### config.mk
export PLATFORM = sky130hd
export DESIGN_NAME = pmc_top
export DESIGN_NICKNAME = d
export VERILOG_FILES = /design/src/core/pmc_pkg.sv /design/src/core/pmc_clk_div.sv /design/src/core/pmc_top.sv
export SDC_FILE = /design/constraint.sdc
export NUM_CORES = 2
export LEC_CHECK = 0
export BUFFER_PORTS_ARGS = -buffer_cell sky130_fd_sc_hd__buf_2
export CAP_MARGIN = 25
export CORE_MARGIN = 4
export CORE_UTILIZATION = 45
export DETAILED_ROUTE_END_ITERATION = 12
export HOLD_SLACK_MARGIN = 0.15
export SYNTH_ARGS = -nofsm -noshare
export SYNTH_HDL_FRONTEND = slang
export SYNTH_SLANG_ARGS = --single-unit
### constraint.sdc
create_clock -name mclk -period 20.7 [get_ports mclk]
set_clock_uncertainty 0.2 [all_clocks]
set_input_delay 4.14 -clock mclk [delete_from_list [all_inputs] [get_ports mclk]]
set_output_delay 4.14 -clock mclk [all_outputs]
set_load 0.01 [all_outputs]
### src/core/pmc_pkg.sv
// pmc_pkg: register map, field layouts, reset values and constants
// of the density-modulation / parallel-mode block.
// assumes: one 100 MHz clock, plain register port with 8-bit byte address.
package pmc_pkg;

  // ------------------------------------------------------------
  // register port
  // ------------------------------------------------------------
  localparam int ADDR_W = 8;
  localparam int DATA_W = 32;
  localparam logic [7:0] OFS_CTRL = 8'h00;
  localparam logic [7:0] OFS_SHIFT = 8'h04;
  localparam logic [7:0] OFS_FREQ = 8'h08;
  localparam logic [7:0] OFS_CLKDIV = 8'h0C;
  localparam logic [7:0] OFS_TXDATA = 8'h10;
  localparam logic [7:0] OFS_RXDATA = 8'h14;
  localparam logic [7:0] OFS_STATUS = 8'h18;

  // ------------------------------------------------------------
  // field layouts (struct order is the bit order, msb first)
  // ------------------------------------------------------------
  typedef struct packed {
    logic dacSelect;
    logic [2:0] rxFifoFormat;
    logic [2:0] rxChannelMode;
    logic [2:0] txFifoFormat;
    logic [2:0] txChannelMode;
    logic convSelect;
    logic lcdStrobeDouble;
    logic lcdDataDouble;
    logic rxSlaveSelect;
    logic txSlaveSelect;
    logic cameraEnable;
    logic parallelModeEnable;
    logic rxDecimationSelect;
    logic txHighpassBypass;
    logic densityToPcmConvEnable;
    logic rxPdmEnable;
    logic pcmToDensityConvEnable;
    logic txPdmEnable;
  } pmc_ctrl_t;
  localparam int CTRL_W = 26;

  typedef struct packed {
    logic [3:0] highpassInputShift;
    logic [3:0] lowpassInputShift;
    logic [3:0] sincInputShift;
    logic [3:0] sigmaDeltaInputShift;
  } pmc_shift_t;
  localparam int SHIFT_W = 16;

  typedef struct packed {
    logic [9:0] upsampleDenominator;
    logic [9:0] upsampleNumerator;
  } pmc_freq_t;
  localparam int FREQ_W = 20;
  localparam int FREQ_DEN_LSB = 10;

  // ------------------------------------------------------------
  // reset values
  // ------------------------------------------------------------
  localparam logic [25:0] RST_CTRL = 26'h0000000;
  localparam logic [15:0] RST_SHIFT = 16'h0000;
  localparam logic [19:0] RST_FREQ = 20'h783C0;   // den 480, num 960
  localparam logic [15:0] RST_CLKDIV = 16'h0003;

  // ------------------------------------------------------------
  // widths and ratios
  // ------------------------------------------------------------
  localparam int PCM_W = 16;
  localparam int LCD_W = 24;
  localparam int CAM_W = 16;
  localparam int DAC_W = 8;
  localparam int DAC_SHIFT = 8;
  localparam int ACC_W = 20;
  localparam logic [6:0] UPSAMPLE_FACTOR = 7'h40;  // two cascaded x8 stages
  localparam logic [7:0] DEC_LONG = 8'h80;
  localparam logic [7:0] DEC_SHORT = 8'h40;
  localparam logic [3:0] HP_CORNER_SHIFT = 4'h8;
  localparam logic [3:0] LP_CORNER_SHIFT = 4'h2;
  localparam logic [3:0] SINC_STEP_SHIFT = 4'h2;
  localparam int SYNC_W = 20;

endpackage

### src/core/pmc_clk_div.sv
// pmc_clk_div: divides a source enable into a one-cycle tick.
// assumes: srcTick is a same-domain enable; divisor 0 means every source tick.
`timescale 1ns/1ps
module pmc_clk_div #(
  parameter int W = 16
) (
  input wire logic mclk,
  input wire logic srst,
  input wire logic run,
  input wire logic srcTick,
  input wire logic [W-1:0] divisor,
  output logic tick
);

  logic [W-1:0] cnt_reg;

  // ------------------------------------------------------------
  // counter: restarts whenever the block stops so phase is known
  // ------------------------------------------------------------
  always_ff @(posedge mclk) begin
    if (srst || !run) begin
      cnt_reg <= '0;
      tick <= 1'b0;
    end else begin
      tick <= 1'b0;
      if (srcTick) begin
        if (cnt_reg >= divisor) begin
          cnt_reg <= '0;
          tick <= 1'b1;
        end else begin
          cnt_reg <= cnt_reg + 1'b1;
        end
      end
    end
  end

endmodule

### src/core/pmc_top.sv
// pmc_top: density-modulation and parallel (lcd/camera/converter) modes
// of the serial audio unit, with a small register port.
// assumes: density, word-select, sync and camera data pins come from outside and are synchronised here; the register port and halfPllTick are not.
`timescale 1ns/1ps
module pmc_top (
  input wire logic mclk,
  input wire logic srst,
  input wire logic [pmc_pkg::ADDR_W-1:0] regAddr,
  input wire logic [pmc_pkg::DATA_W-1:0] regWrData,
  input wire logic regWrStrobe,
  input wire logic regRdStrobe,
  output logic [pmc_pkg::DATA_W-1:0] regRdData,
  input wire logic halfPllTick,
  input wire logic word_select_input,
  input wire logic horizontal_sync_in,
  input wire logic vertical_sync_in,
  input wire logic horizontal_enable_in,
  input wire logic [pmc_pkg::CAM_W-1:0] parallel_data_input,
  input wire logic densityDataIn,
  output logic word_select_output,
  output logic wordSelectOe,
  output logic densityDataOut,
  output logic [pmc_pkg::LCD_W-1:0] lcdDataOut,
  output logic [pmc_pkg::DAC_W-1:0] dac1Data,
  output logic [pmc_pkg::DAC_W-1:0] dac2Data,
  output logic converterClock
);

  pmc_pkg::pmc_ctrl_t ctrl_reg;
  pmc_pkg::pmc_shift_t shift_reg;
  pmc_pkg::pmc_freq_t freq_reg;
  logic [15:0] clkDiv_reg;
  logic [31:0] txWord_reg;
  logic txPending_reg;
  logic [31:0] rxWord_reg;
  logic rxValid_reg;
  logic [9:0] sincOsr_reg;
  logic [pmc_pkg::SYNC_W-1:0] pinMeta_reg;
  logic [pmc_pkg::SYNC_W-1:0] pinSync_reg;
  logic pclkPrev_reg;
  logic bck_reg;
  logic wsHalf_reg;
  logic bitTick;

  // ------------------------------------------------------------
  // mode decode
  // ------------------------------------------------------------
  logic txDensity, rxDensity, parMode, camMode, convMode, lcdMode, dacMode, adcMode;
  assign txDensity = ctrl_reg.txPdmEnable & ctrl_reg.pcmToDensityConvEnable;
  assign rxDensity = ctrl_reg.rxPdmEnable & ctrl_reg.densityToPcmConvEnable;
  assign parMode = ctrl_reg.parallelModeEnable;
  assign camMode = parMode & ctrl_reg.cameraEnable & ctrl_reg.rxSlaveSelect;
  assign convMode = parMode & ~ctrl_reg.cameraEnable & ctrl_reg.convSelect;
  assign lcdMode = parMode & ~ctrl_reg.cameraEnable & ~ctrl_reg.convSelect
                   & ~ctrl_reg.txSlaveSelect;
  assign dacMode = convMode & ctrl_reg.dacSelect & ~ctrl_reg.txSlaveSelect;
  assign adcMode = convMode & ~ctrl_reg.dacSelect & ~ctrl_reg.rxSlaveSelect;

  // ------------------------------------------------------------
  // bit clock: one divider for density clock and parallel strobe
  // ------------------------------------------------------------
  logic clkRun, srcTick, bckRise, strobeRise;
  assign clkRun = (~parMode & (txDensity | rxDensity)) | lcdMode | dacMode | adcMode;
  assign srcTick = convMode ? halfPllTick : 1'b1;
  assign bckRise = bitTick & ~bck_reg;
  assign strobeRise = bckRise & ~wsHalf_reg;

  pmc_clk_div #(.W(16)) u_div (
    .mclk(mclk),
    .srst(srst),
    .run(clkRun),
    .srcTick(srcTick),
    .divisor(clkDiv_reg),
    .tick(bitTick)
  );

  // bit clock toggles per tick; word-select toggles per bit-clock period
  always_ff @(posedge mclk) begin
    if (srst || !clkRun) begin
      bck_reg <= 1'b0;
      wsHalf_reg <= 1'b0;
    end else begin
      if (bitTick) bck_reg <= ~bck_reg;
      if (bckRise) wsHalf_reg <= ~wsHalf_reg;
    end
  end

  // word-select pin: density clock, or half-rate strobe in parallel modes
  always_ff @(posedge mclk) begin
    if (srst) begin
      word_select_output <= 1'b0;
      wordSelectOe <= 1'b0;
      converterClock <= 1'b0;
    end else begin
      word_select_output <= parMode ? wsHalf_reg : bck_reg;
      wordSelectOe <= clkRun & ~camMode;
      converterClock <= dacMode & bck_reg;
    end
  end

  // ------------------------------------------------------------
  // pin synchronisers: nothing reads the first stage but the second
  // ------------------------------------------------------------
  logic [pmc_pkg::SYNC_W-1:0] pinRaw;
  assign pinRaw = {densityDataIn, word_select_input, horizontal_sync_in,
                   vertical_sync_in, horizontal_enable_in, parallel_data_input[14:0]};
  logic [pmc_pkg::CAM_W-1:0] camMeta_reg;
  logic [pmc_pkg::CAM_W-1:0] camSync_reg;

  always_ff @(posedge mclk) begin
    if (srst) begin
      pinMeta_reg <= '0;
      pinSync_reg <= '0;
      camMeta_reg <= '0;
      camSync_reg <= '0;
      pclkPrev_reg <= 1'b0;
    end else begin
      pinMeta_reg <= pinRaw;
      pinSync_reg <= pinMeta_reg;
      camMeta_reg <= parallel_data_input;
      camSync_reg <= camMeta_reg;
      pclkPrev_reg <= pinSync_reg[18];
    end
  end

  logic pdmInS, pclkRise, syncsHigh;
  assign pdmInS = pinSync_reg[19];
  assign pclkRise = pinSync_reg[18] & ~pclkPrev_reg;
  assign syncsHigh = pinSync_reg[17] & pinSync_reg[16] & pinSync_reg[15];

  // ------------------------------------------------------------
  // density transmitter: rate, high-pass, sinc, low-pass, modulator
  // ------------------------------------------------------------
  localparam int AW = pmc_pkg::ACC_W;
  logic [16:0] fracAcc_reg;
  logic [16:0] fracSum, fracLimit;
  logic takeSample, densityBit;
  logic signed [AW-1:0] pcmIn, hpIn, hpOut, sincIn, lpIn, sdIn, feedback;
  logic signed [AW-1:0] hpAvg_reg, sincCur_reg, sincTgt_reg, lp_reg, integ_reg;
  logic [9:0] sincStep_reg;

  // one pcm sample per 64*num/den density bits
  assign fracSum = fracAcc_reg + {7'h00, freq_reg.upsampleDenominator};
  assign fracLimit = {10'h000, pmc_pkg::UPSAMPLE_FACTOR}
                     * {7'h00, freq_reg.upsampleNumerator};
  assign takeSample = txDensity & bckRise & (fracSum >= fracLimit);
  assign pcmIn = AW'(signed'(txWord_reg[pmc_pkg::PCM_W-1:0]));
  assign hpIn = pcmIn >>> shift_reg.highpassInputShift;
  assign hpOut = ctrl_reg.txHighpassBypass ? hpIn : hpIn - hpAvg_reg;
  assign sincIn = hpOut >>> shift_reg.sincInputShift;
  assign lpIn = sincCur_reg >>> shift_reg.lowpassInputShift;
  assign sdIn = lp_reg >>> shift_reg.sigmaDeltaInputShift;
  assign densityBit = (integ_reg + sdIn) >= 0;
  assign feedback = densityBit ? AW'(32767) : -AW'(32768);

  // rate accumulator and low-pass step once per density bit, high-pass once per sample
  always_ff @(posedge mclk) begin
    if (srst || !txDensity) begin
      fracAcc_reg <= '0;
      hpAvg_reg <= '0;
      sincCur_reg <= '0;
      sincTgt_reg <= '0;
      sincStep_reg <= '0;
      lp_reg <= '0;
      integ_reg <= '0;
      densityDataOut <= 1'b0;
    end else if (bckRise) begin
      fracAcc_reg <= takeSample ? fracSum - fracLimit : fracSum;
      if (takeSample) begin
        hpAvg_reg <= hpAvg_reg + ((hpIn - hpAvg_reg) >>> pmc_pkg::HP_CORNER_SHIFT);
        sincTgt_reg <= sincIn;
        sincStep_reg <= sincOsr_reg;
      end else if (sincStep_reg != 10'h000) begin
        sincCur_reg <= sincCur_reg + ((sincTgt_reg - sincCur_reg) >>> pmc_pkg::SINC_STEP_SHIFT);
        sincStep_reg <= sincStep_reg - 10'h001;
      end
      lp_reg <= lp_reg + ((lpIn - lp_reg) >>> pmc_pkg::LP_CORNER_SHIFT);
      integ_reg <= integ_reg + sdIn - feedback;  // first-order loop, bounded by feedback
      densityDataOut <= densityBit;
    end
  end

  // ------------------------------------------------------------
  // density receiver: count ones over 64 or 128 bits
  // ------------------------------------------------------------
  logic [7:0] decLen, decCnt_reg, ones_reg;
  logic [7:0] onesNext;
  logic [16:0] pcmScaled;
  logic rxDensityDone;
  assign decLen = ctrl_reg.rxDecimationSelect ? pmc_pkg::DEC_LONG : pmc_pkg::DEC_SHORT;
  assign onesNext = ones_reg + {7'h00, pdmInS};
  assign rxDensityDone = rxDensity & ~parMode & bckRise & (decCnt_reg == decLen - 8'h01);
  // scale ones to full range, offset to signed, saturate at the top
  assign pcmScaled = ctrl_reg.rxDecimationSelect ? {onesNext, 9'h000} : {onesNext[6:0], 10'h000};

  always_ff @(posedge mclk) begin
    if (srst || !rxDensity) begin
      decCnt_reg <= '0;
      ones_reg <= '0;
    end else if (bckRise) begin
      decCnt_reg <= rxDensityDone ? 8'h00 : decCnt_reg + 8'h01;
      ones_reg <= rxDensityDone ? 8'h00 : onesNext;
    end
  end

  // ------------------------------------------------------------
  // parallel transmit: lcd strobes and dac words
  // ------------------------------------------------------------
  logic [1:0] strobeCnt_reg;
  logic [1:0] strobesPerWord;
  logic lcdWordDone, dacWordDone;
  assign strobesPerWord = {ctrl_reg.lcdStrobeDouble & ctrl_reg.lcdDataDouble,
                           ctrl_reg.lcdStrobeDouble ^ ctrl_reg.lcdDataDouble};
  assign lcdWordDone = lcdMode & strobeRise & (strobeCnt_reg == strobesPerWord);
  assign dacWordDone = dacMode & strobeRise;

  always_ff @(posedge mclk) begin
    if (srst) begin
      strobeCnt_reg <= '0;
      lcdDataOut <= '0;
      dac1Data <= '0;
      dac2Data <= '0;
    end else begin
      if (!lcdMode || lcdWordDone) begin
        strobeCnt_reg <= '0;
      end else if (strobeRise) begin
        strobeCnt_reg <= strobeCnt_reg + 2'h1;
      end
      // word is presented for all strobes of its frame
      if (lcdMode && strobeRise && strobeCnt_reg == 2'h0) begin
        lcdDataOut <= txWord_reg[pmc_pkg::LCD_W-1:0];
      end
      if (dacWordDone) begin
        dac1Data <= txWord_reg[pmc_pkg::DAC_SHIFT +: pmc_pkg::DAC_W];
        dac2Data <= txWord_reg[16 + pmc_pkg::DAC_SHIFT +: pmc_pkg::DAC_W];
      end
    end
  end

  // ------------------------------------------------------------
  // register port: writes, sample flags, read data one cycle later
  // ------------------------------------------------------------
  logic wrCtrl, wrTx, rdRx, txConsume, rxCapture;
  logic [31:0] rxCaptured;
  assign wrCtrl = regWrStrobe & (regAddr == pmc_pkg::OFS_CTRL);
  assign wrTx = regWrStrobe & (regAddr == pmc_pkg::OFS_TXDATA);
  assign rdRx = regRdStrobe & (regAddr == pmc_pkg::OFS_RXDATA);
  assign txConsume = takeSample | lcdWordDone | dacWordDone;

  // capture sources are exclusive by mode
  always_comb begin
    rxCapture = 1'b0;
    rxCaptured = rxWord_reg;
    if (camMode && pclkRise && syncsHigh) begin
      rxCapture = 1'b1;
      rxCaptured = {16'h0000, camSync_reg};
    end else if (adcMode && strobeRise) begin
      rxCapture = 1'b1;
      rxCaptured = {16'h0000, camSync_reg};
    end else if (rxDensityDone) begin
      rxCapture = 1'b1;
      rxCaptured = {16'h0000, pcmScaled[16] ? 16'h7FFF : pcmScaled[15:0] ^ 16'h8000};
    end
  end

  always_ff @(posedge mclk) begin
    if (srst) begin
      ctrl_reg <= pmc_pkg::RST_CTRL;
      shift_reg <= pmc_pkg::RST_SHIFT;
      freq_reg <= pmc_pkg::RST_FREQ;
      clkDiv_reg <= pmc_pkg::RST_CLKDIV;
    end else if (regWrStrobe) begin
      if (wrCtrl) ctrl_reg <= regWrData[pmc_pkg::CTRL_W-1:0];
      if (regAddr == pmc_pkg::OFS_SHIFT) shift_reg <= regWrData[pmc_pkg::SHIFT_W-1:0];
      if (regAddr == pmc_pkg::OFS_FREQ) freq_reg <= regWrData[pmc_pkg::FREQ_W-1:0];
      if (regAddr == pmc_pkg::OFS_CLKDIV) clkDiv_reg <= regWrData[15:0];
    end
  end

  // sinc ratio kept registered so the divider stays off the sample path
  always_ff @(posedge mclk) begin
    if (srst) begin
      sincOsr_reg <= '0;
    end else if (freq_reg.upsampleDenominator != 10'h000) begin
      sincOsr_reg <= freq_reg.upsampleNumerator / freq_reg.upsampleDenominator;
    end else begin
      sincOsr_reg <= '0;
    end
  end

  // transmit word: a new write wins over consumption in the same cycle
  always_ff @(posedge mclk) begin
    if (srst) begin
      txWord_reg <= '0;
      txPending_reg <= 1'b0;
    end else if (wrTx) begin
      txWord_reg <= regWrData;
      txPending_reg <= 1'b1;
    end else if (txConsume) begin
      txPending_reg <= 1'b0;  // word is held and repeated on underrun
    end
  end

  // receive word: a capture wins over the read that clears the flag
  always_ff @(posedge mclk) begin
    if (srst) begin
      rxWord_reg <= '0;
      rxValid_reg <= 1'b0;
    end else if (rxCapture) begin
      rxWord_reg <= rxCaptured;
      rxValid_reg <= 1'b1;
    end else if (rdRx) begin
      rxValid_reg <= 1'b0;
    end
  end

  // read mux, unmapped offsets read zero
  always_ff @(posedge mclk) begin
    if (srst) begin
      regRdData <= '0;
    end else if (regRdStrobe) begin
      unique case (regAddr)
        pmc_pkg::OFS_CTRL: regRdData <= {6'h00, ctrl_reg};
        pmc_pkg::OFS_SHIFT: regRdData <= {16'h0000, shift_reg};
        pmc_pkg::OFS_FREQ: regRdData <= {12'h000, freq_reg};
        pmc_pkg::OFS_CLKDIV: regRdData <= {16'h0000, clkDiv_reg};
        pmc_pkg::OFS_TXDATA: regRdData <= txWord_reg;
        pmc_pkg::OFS_RXDATA: regRdData <= rxWord_reg;
        pmc_pkg::OFS_STATUS: regRdData <= {16'h0000, sincOsr_reg, clkRun, wsHalf_reg,
                                           bck_reg, syncsHigh, rxValid_reg, txPending_reg};
        default: regRdData <= '0;
      endcase
    end else begin
      regRdData <= '0;
    end
  end

endmodule
==> out/results.txt <==
Status: finished, final reports clean
Layout area overhead: 10.3%
FILL cells: 6396
Endpoints failing hold: 0
Post-synthesis cell type count: 86
Post-synth EDFFs: 0
Kind of end point of the critical path: register
Share of cells above drive strength 1: 9.82%
Leakage power: 13.2 nW
Post-synthesis cell area: 0.0297 sq mm
Crit path largest cell delay: 0.62 ns
Post-route setup TNS: 0 ns
Drt initial violations: 2069
HPWL after DPL: 65.3 mm
CTS Sinks: 421
Pwr Total: 1.77 mW
Hold-fix buffers at CTS: 0
Final ANT Viol Nets: 0
Gpl congestion: 0.962
Worst r2r src: freq_reg[19]
Die width: 265 um
GRT Resource Usage Total: 24.2%
Type of origin of the critical path: register
Cell repeated most along the worst path: o21a_1
Ys flop type: dfxtp_1
Drt wl/cell: 18.6 um
Area contributors post-synth: dfxtp_1, ha_1, nand2_1
Pin count of the biggest net entering global routing: 80
Multi-input logic area: 0.0197 sq mm
Worst r2r path cells: 76
Power per cell area: 54.0 mW/mm^2
Die area: 0.0701 sq mm
Max-slew violation count: 0
Worst path slowest cell: a21oi_1
Top cell type's share of synthesized area: 28.4%
Unrepaired setup endpoints after global routing: false
Via density: 5.67
Worst setup path end: sincOsr_reg[0]
CTS buffer count: 49
First-pass GRT wire length: 140 mm
FP Rows: 93
Grt ovf: 0
Post-CTS setup buffers: 0
Register area: 0.00843 sq mm
Final core occ: 50.5%
Port Buffers: 141
WS Path Type: register to register
Comb power frac: 2.7%
Count leader, synth: nand2_1
Sequential fraction of the synthesis area: 28.4%
Setup violations, final: 0
Via count: 26800
Die height: 265 um
Wirelength, routed: 88.1 mm
Setup slack, reg-to-reg: 2.69 ns
Synth warn: 0
Initial antenna violation count: 8
FF-to-FF End: sincOsr_reg[0]
Initial Utilization: 45.8%
Syn nets: 4149
Cell taking the most area after synthesis: dfxtp_1
HP Class: register to register
Syn Inst Count: 3806
CTS root buf: clkbuf_16
Remaining DRCs: 0
Worst Hold Slack: 0.233 ns
Hold wc startpoint: pinMeta_reg[10]
I/O pin total: 142
Skew-Pair Late Insertion Delay: 0.61 ns
Final Non-Filler Cells: 4729
Worst vdd ir: 0.0000603 V
Sequential power share: 46.2%
Int Pwr: 1.36 mW
Post-CTS resize count: 0
Clock power share: 51.1%
Worst slew margin: 31.5%
Placed cells: 4635
Most common library cells after synthesis: nand2_1, dfxtp_1, a21oi_1
Syn Area/Cell: 7.79 sq um
Switching Share: 23.1%
Vias in the first global route: 25100
CP Data Arrival Time: 18.26 ns
Fmax: 55.5 MHz
Start point of the critical path: freq_reg[19]
CTS tree: done
Tmin final: 18.01 ns
Ys async rst share: 0%
P_sw: 0.409 mW
Max cap viols: 0
H-tree levels: 2
Clk pin slew, worst setup/hold paths: 0.06 ns
Total iterations of the first detailed-routing run: 8
Final layout net count: 4176
Clock tree buffer depth: 3
Worst endpoint required time: 20.95 ns
Seq cells post-synth: 421
Worst-margin pin slew: 1.03 ns
Final Cycle Share: 87.0%
CORE AREA: 0.0648 sq mm
CP max FO: 13
==> worst min-delay path by stage <==
stage                                 end  cells after the start
after detailed placement   pinSync_reg[5]                      1
after global placement     pinSync_reg[3]                      1
after floorplan           camSync_reg[15]                      1
final                     pinSync_reg[10]                      1
after global routing       pinSync_reg[7]                      1
after CTS                  pinSync_reg[5]                      1
==> cell families after synthesis <==
group           count (synthesis)  share of synthesized area (%)
compound gates               1025                           21.5
xor+xnor                      165                           4.92
fa+ha+maj                     277                           12.3
buf+inv                       435                           5.58
flops                         421                           28.4
mux                           152                           7.19
simple gates                 1331                           20.0
==> cell usage in the layout (no fill, tap or decap), types with 42 or more instances in the layout <==
| cell type | instances |
|---|---|
| nand2_1 | 613 |
| a21oi_1 | 415 |
| dfxtp_1 | 421 |
| mux2i_1 | 65 |
| ha_1 | 251 |
| mux4_2 | 42 |
| o21a_1 | 69 |
| nand3_1 | 73 |
| a21o_1 | 81 |
| inv_1 | 231 |
| xor2_1 | 53 |
| buf_2 | 140 |
| o21ai_0 | 157 |
| clkbuf_16 | 49 |
| nor3_1 | 96 |
| nor2b_1 | 73 |
| nor2_1 | 291 |
| xnor2_1 | 111 |
==> critical path: cells and delay by family, from the launching register on <==
family / cells / cell delay (ns)
buf+inv: 2 / 0.45
flops: 1 / 0.39
fa+ha+maj: 9 / 2.74
simple gates: 8 / 1.84
mux: 3 / 1.16
compound gates: 54 / 11.05
==> per-stage QoR <==
stage	instance area, sq um	worst slack [ns]
floorplan	29700	4.59
global placement	31000	3.28
detailed placement	31000	2.91
CTS	32700	2.83
global route	32700	1.30
finish	32700	2.69
==> routing by layer <==
metal  GRT usage (%)  up-vias  wire, um
met5               0        -        69
met4            7.57       10      2990
met3            3.51      150      4650
met2            39.0      702     39500
met1            33.8    12500     40900
li1                -    13500         -
==> layout make-up <==
cell class	instances	share of cell area, %
well taps	855	3.27
diodes	3	0.0229
inverters	233	2.67
repair buffers	178	3.11
clock buffers	65	4.14
clock inverters	24	0.975
flip-flops and latches	421	25.8
multi-input cells	2950	60.1
==> power by group through the flow <==
stage	Combinational, mW	Clock, mW	Sequential (mW)
after floorplan	0.0273	0	0.833
after global routing	0.0520	0.953	0.816
after CTS	0.0474	0.924	0.816
after global placement	0.0474	0	0.834
final	0.0485	0.903	0.816
after detailed placement	0.0472	0	0.834
(Power assumes the default switching activity.)
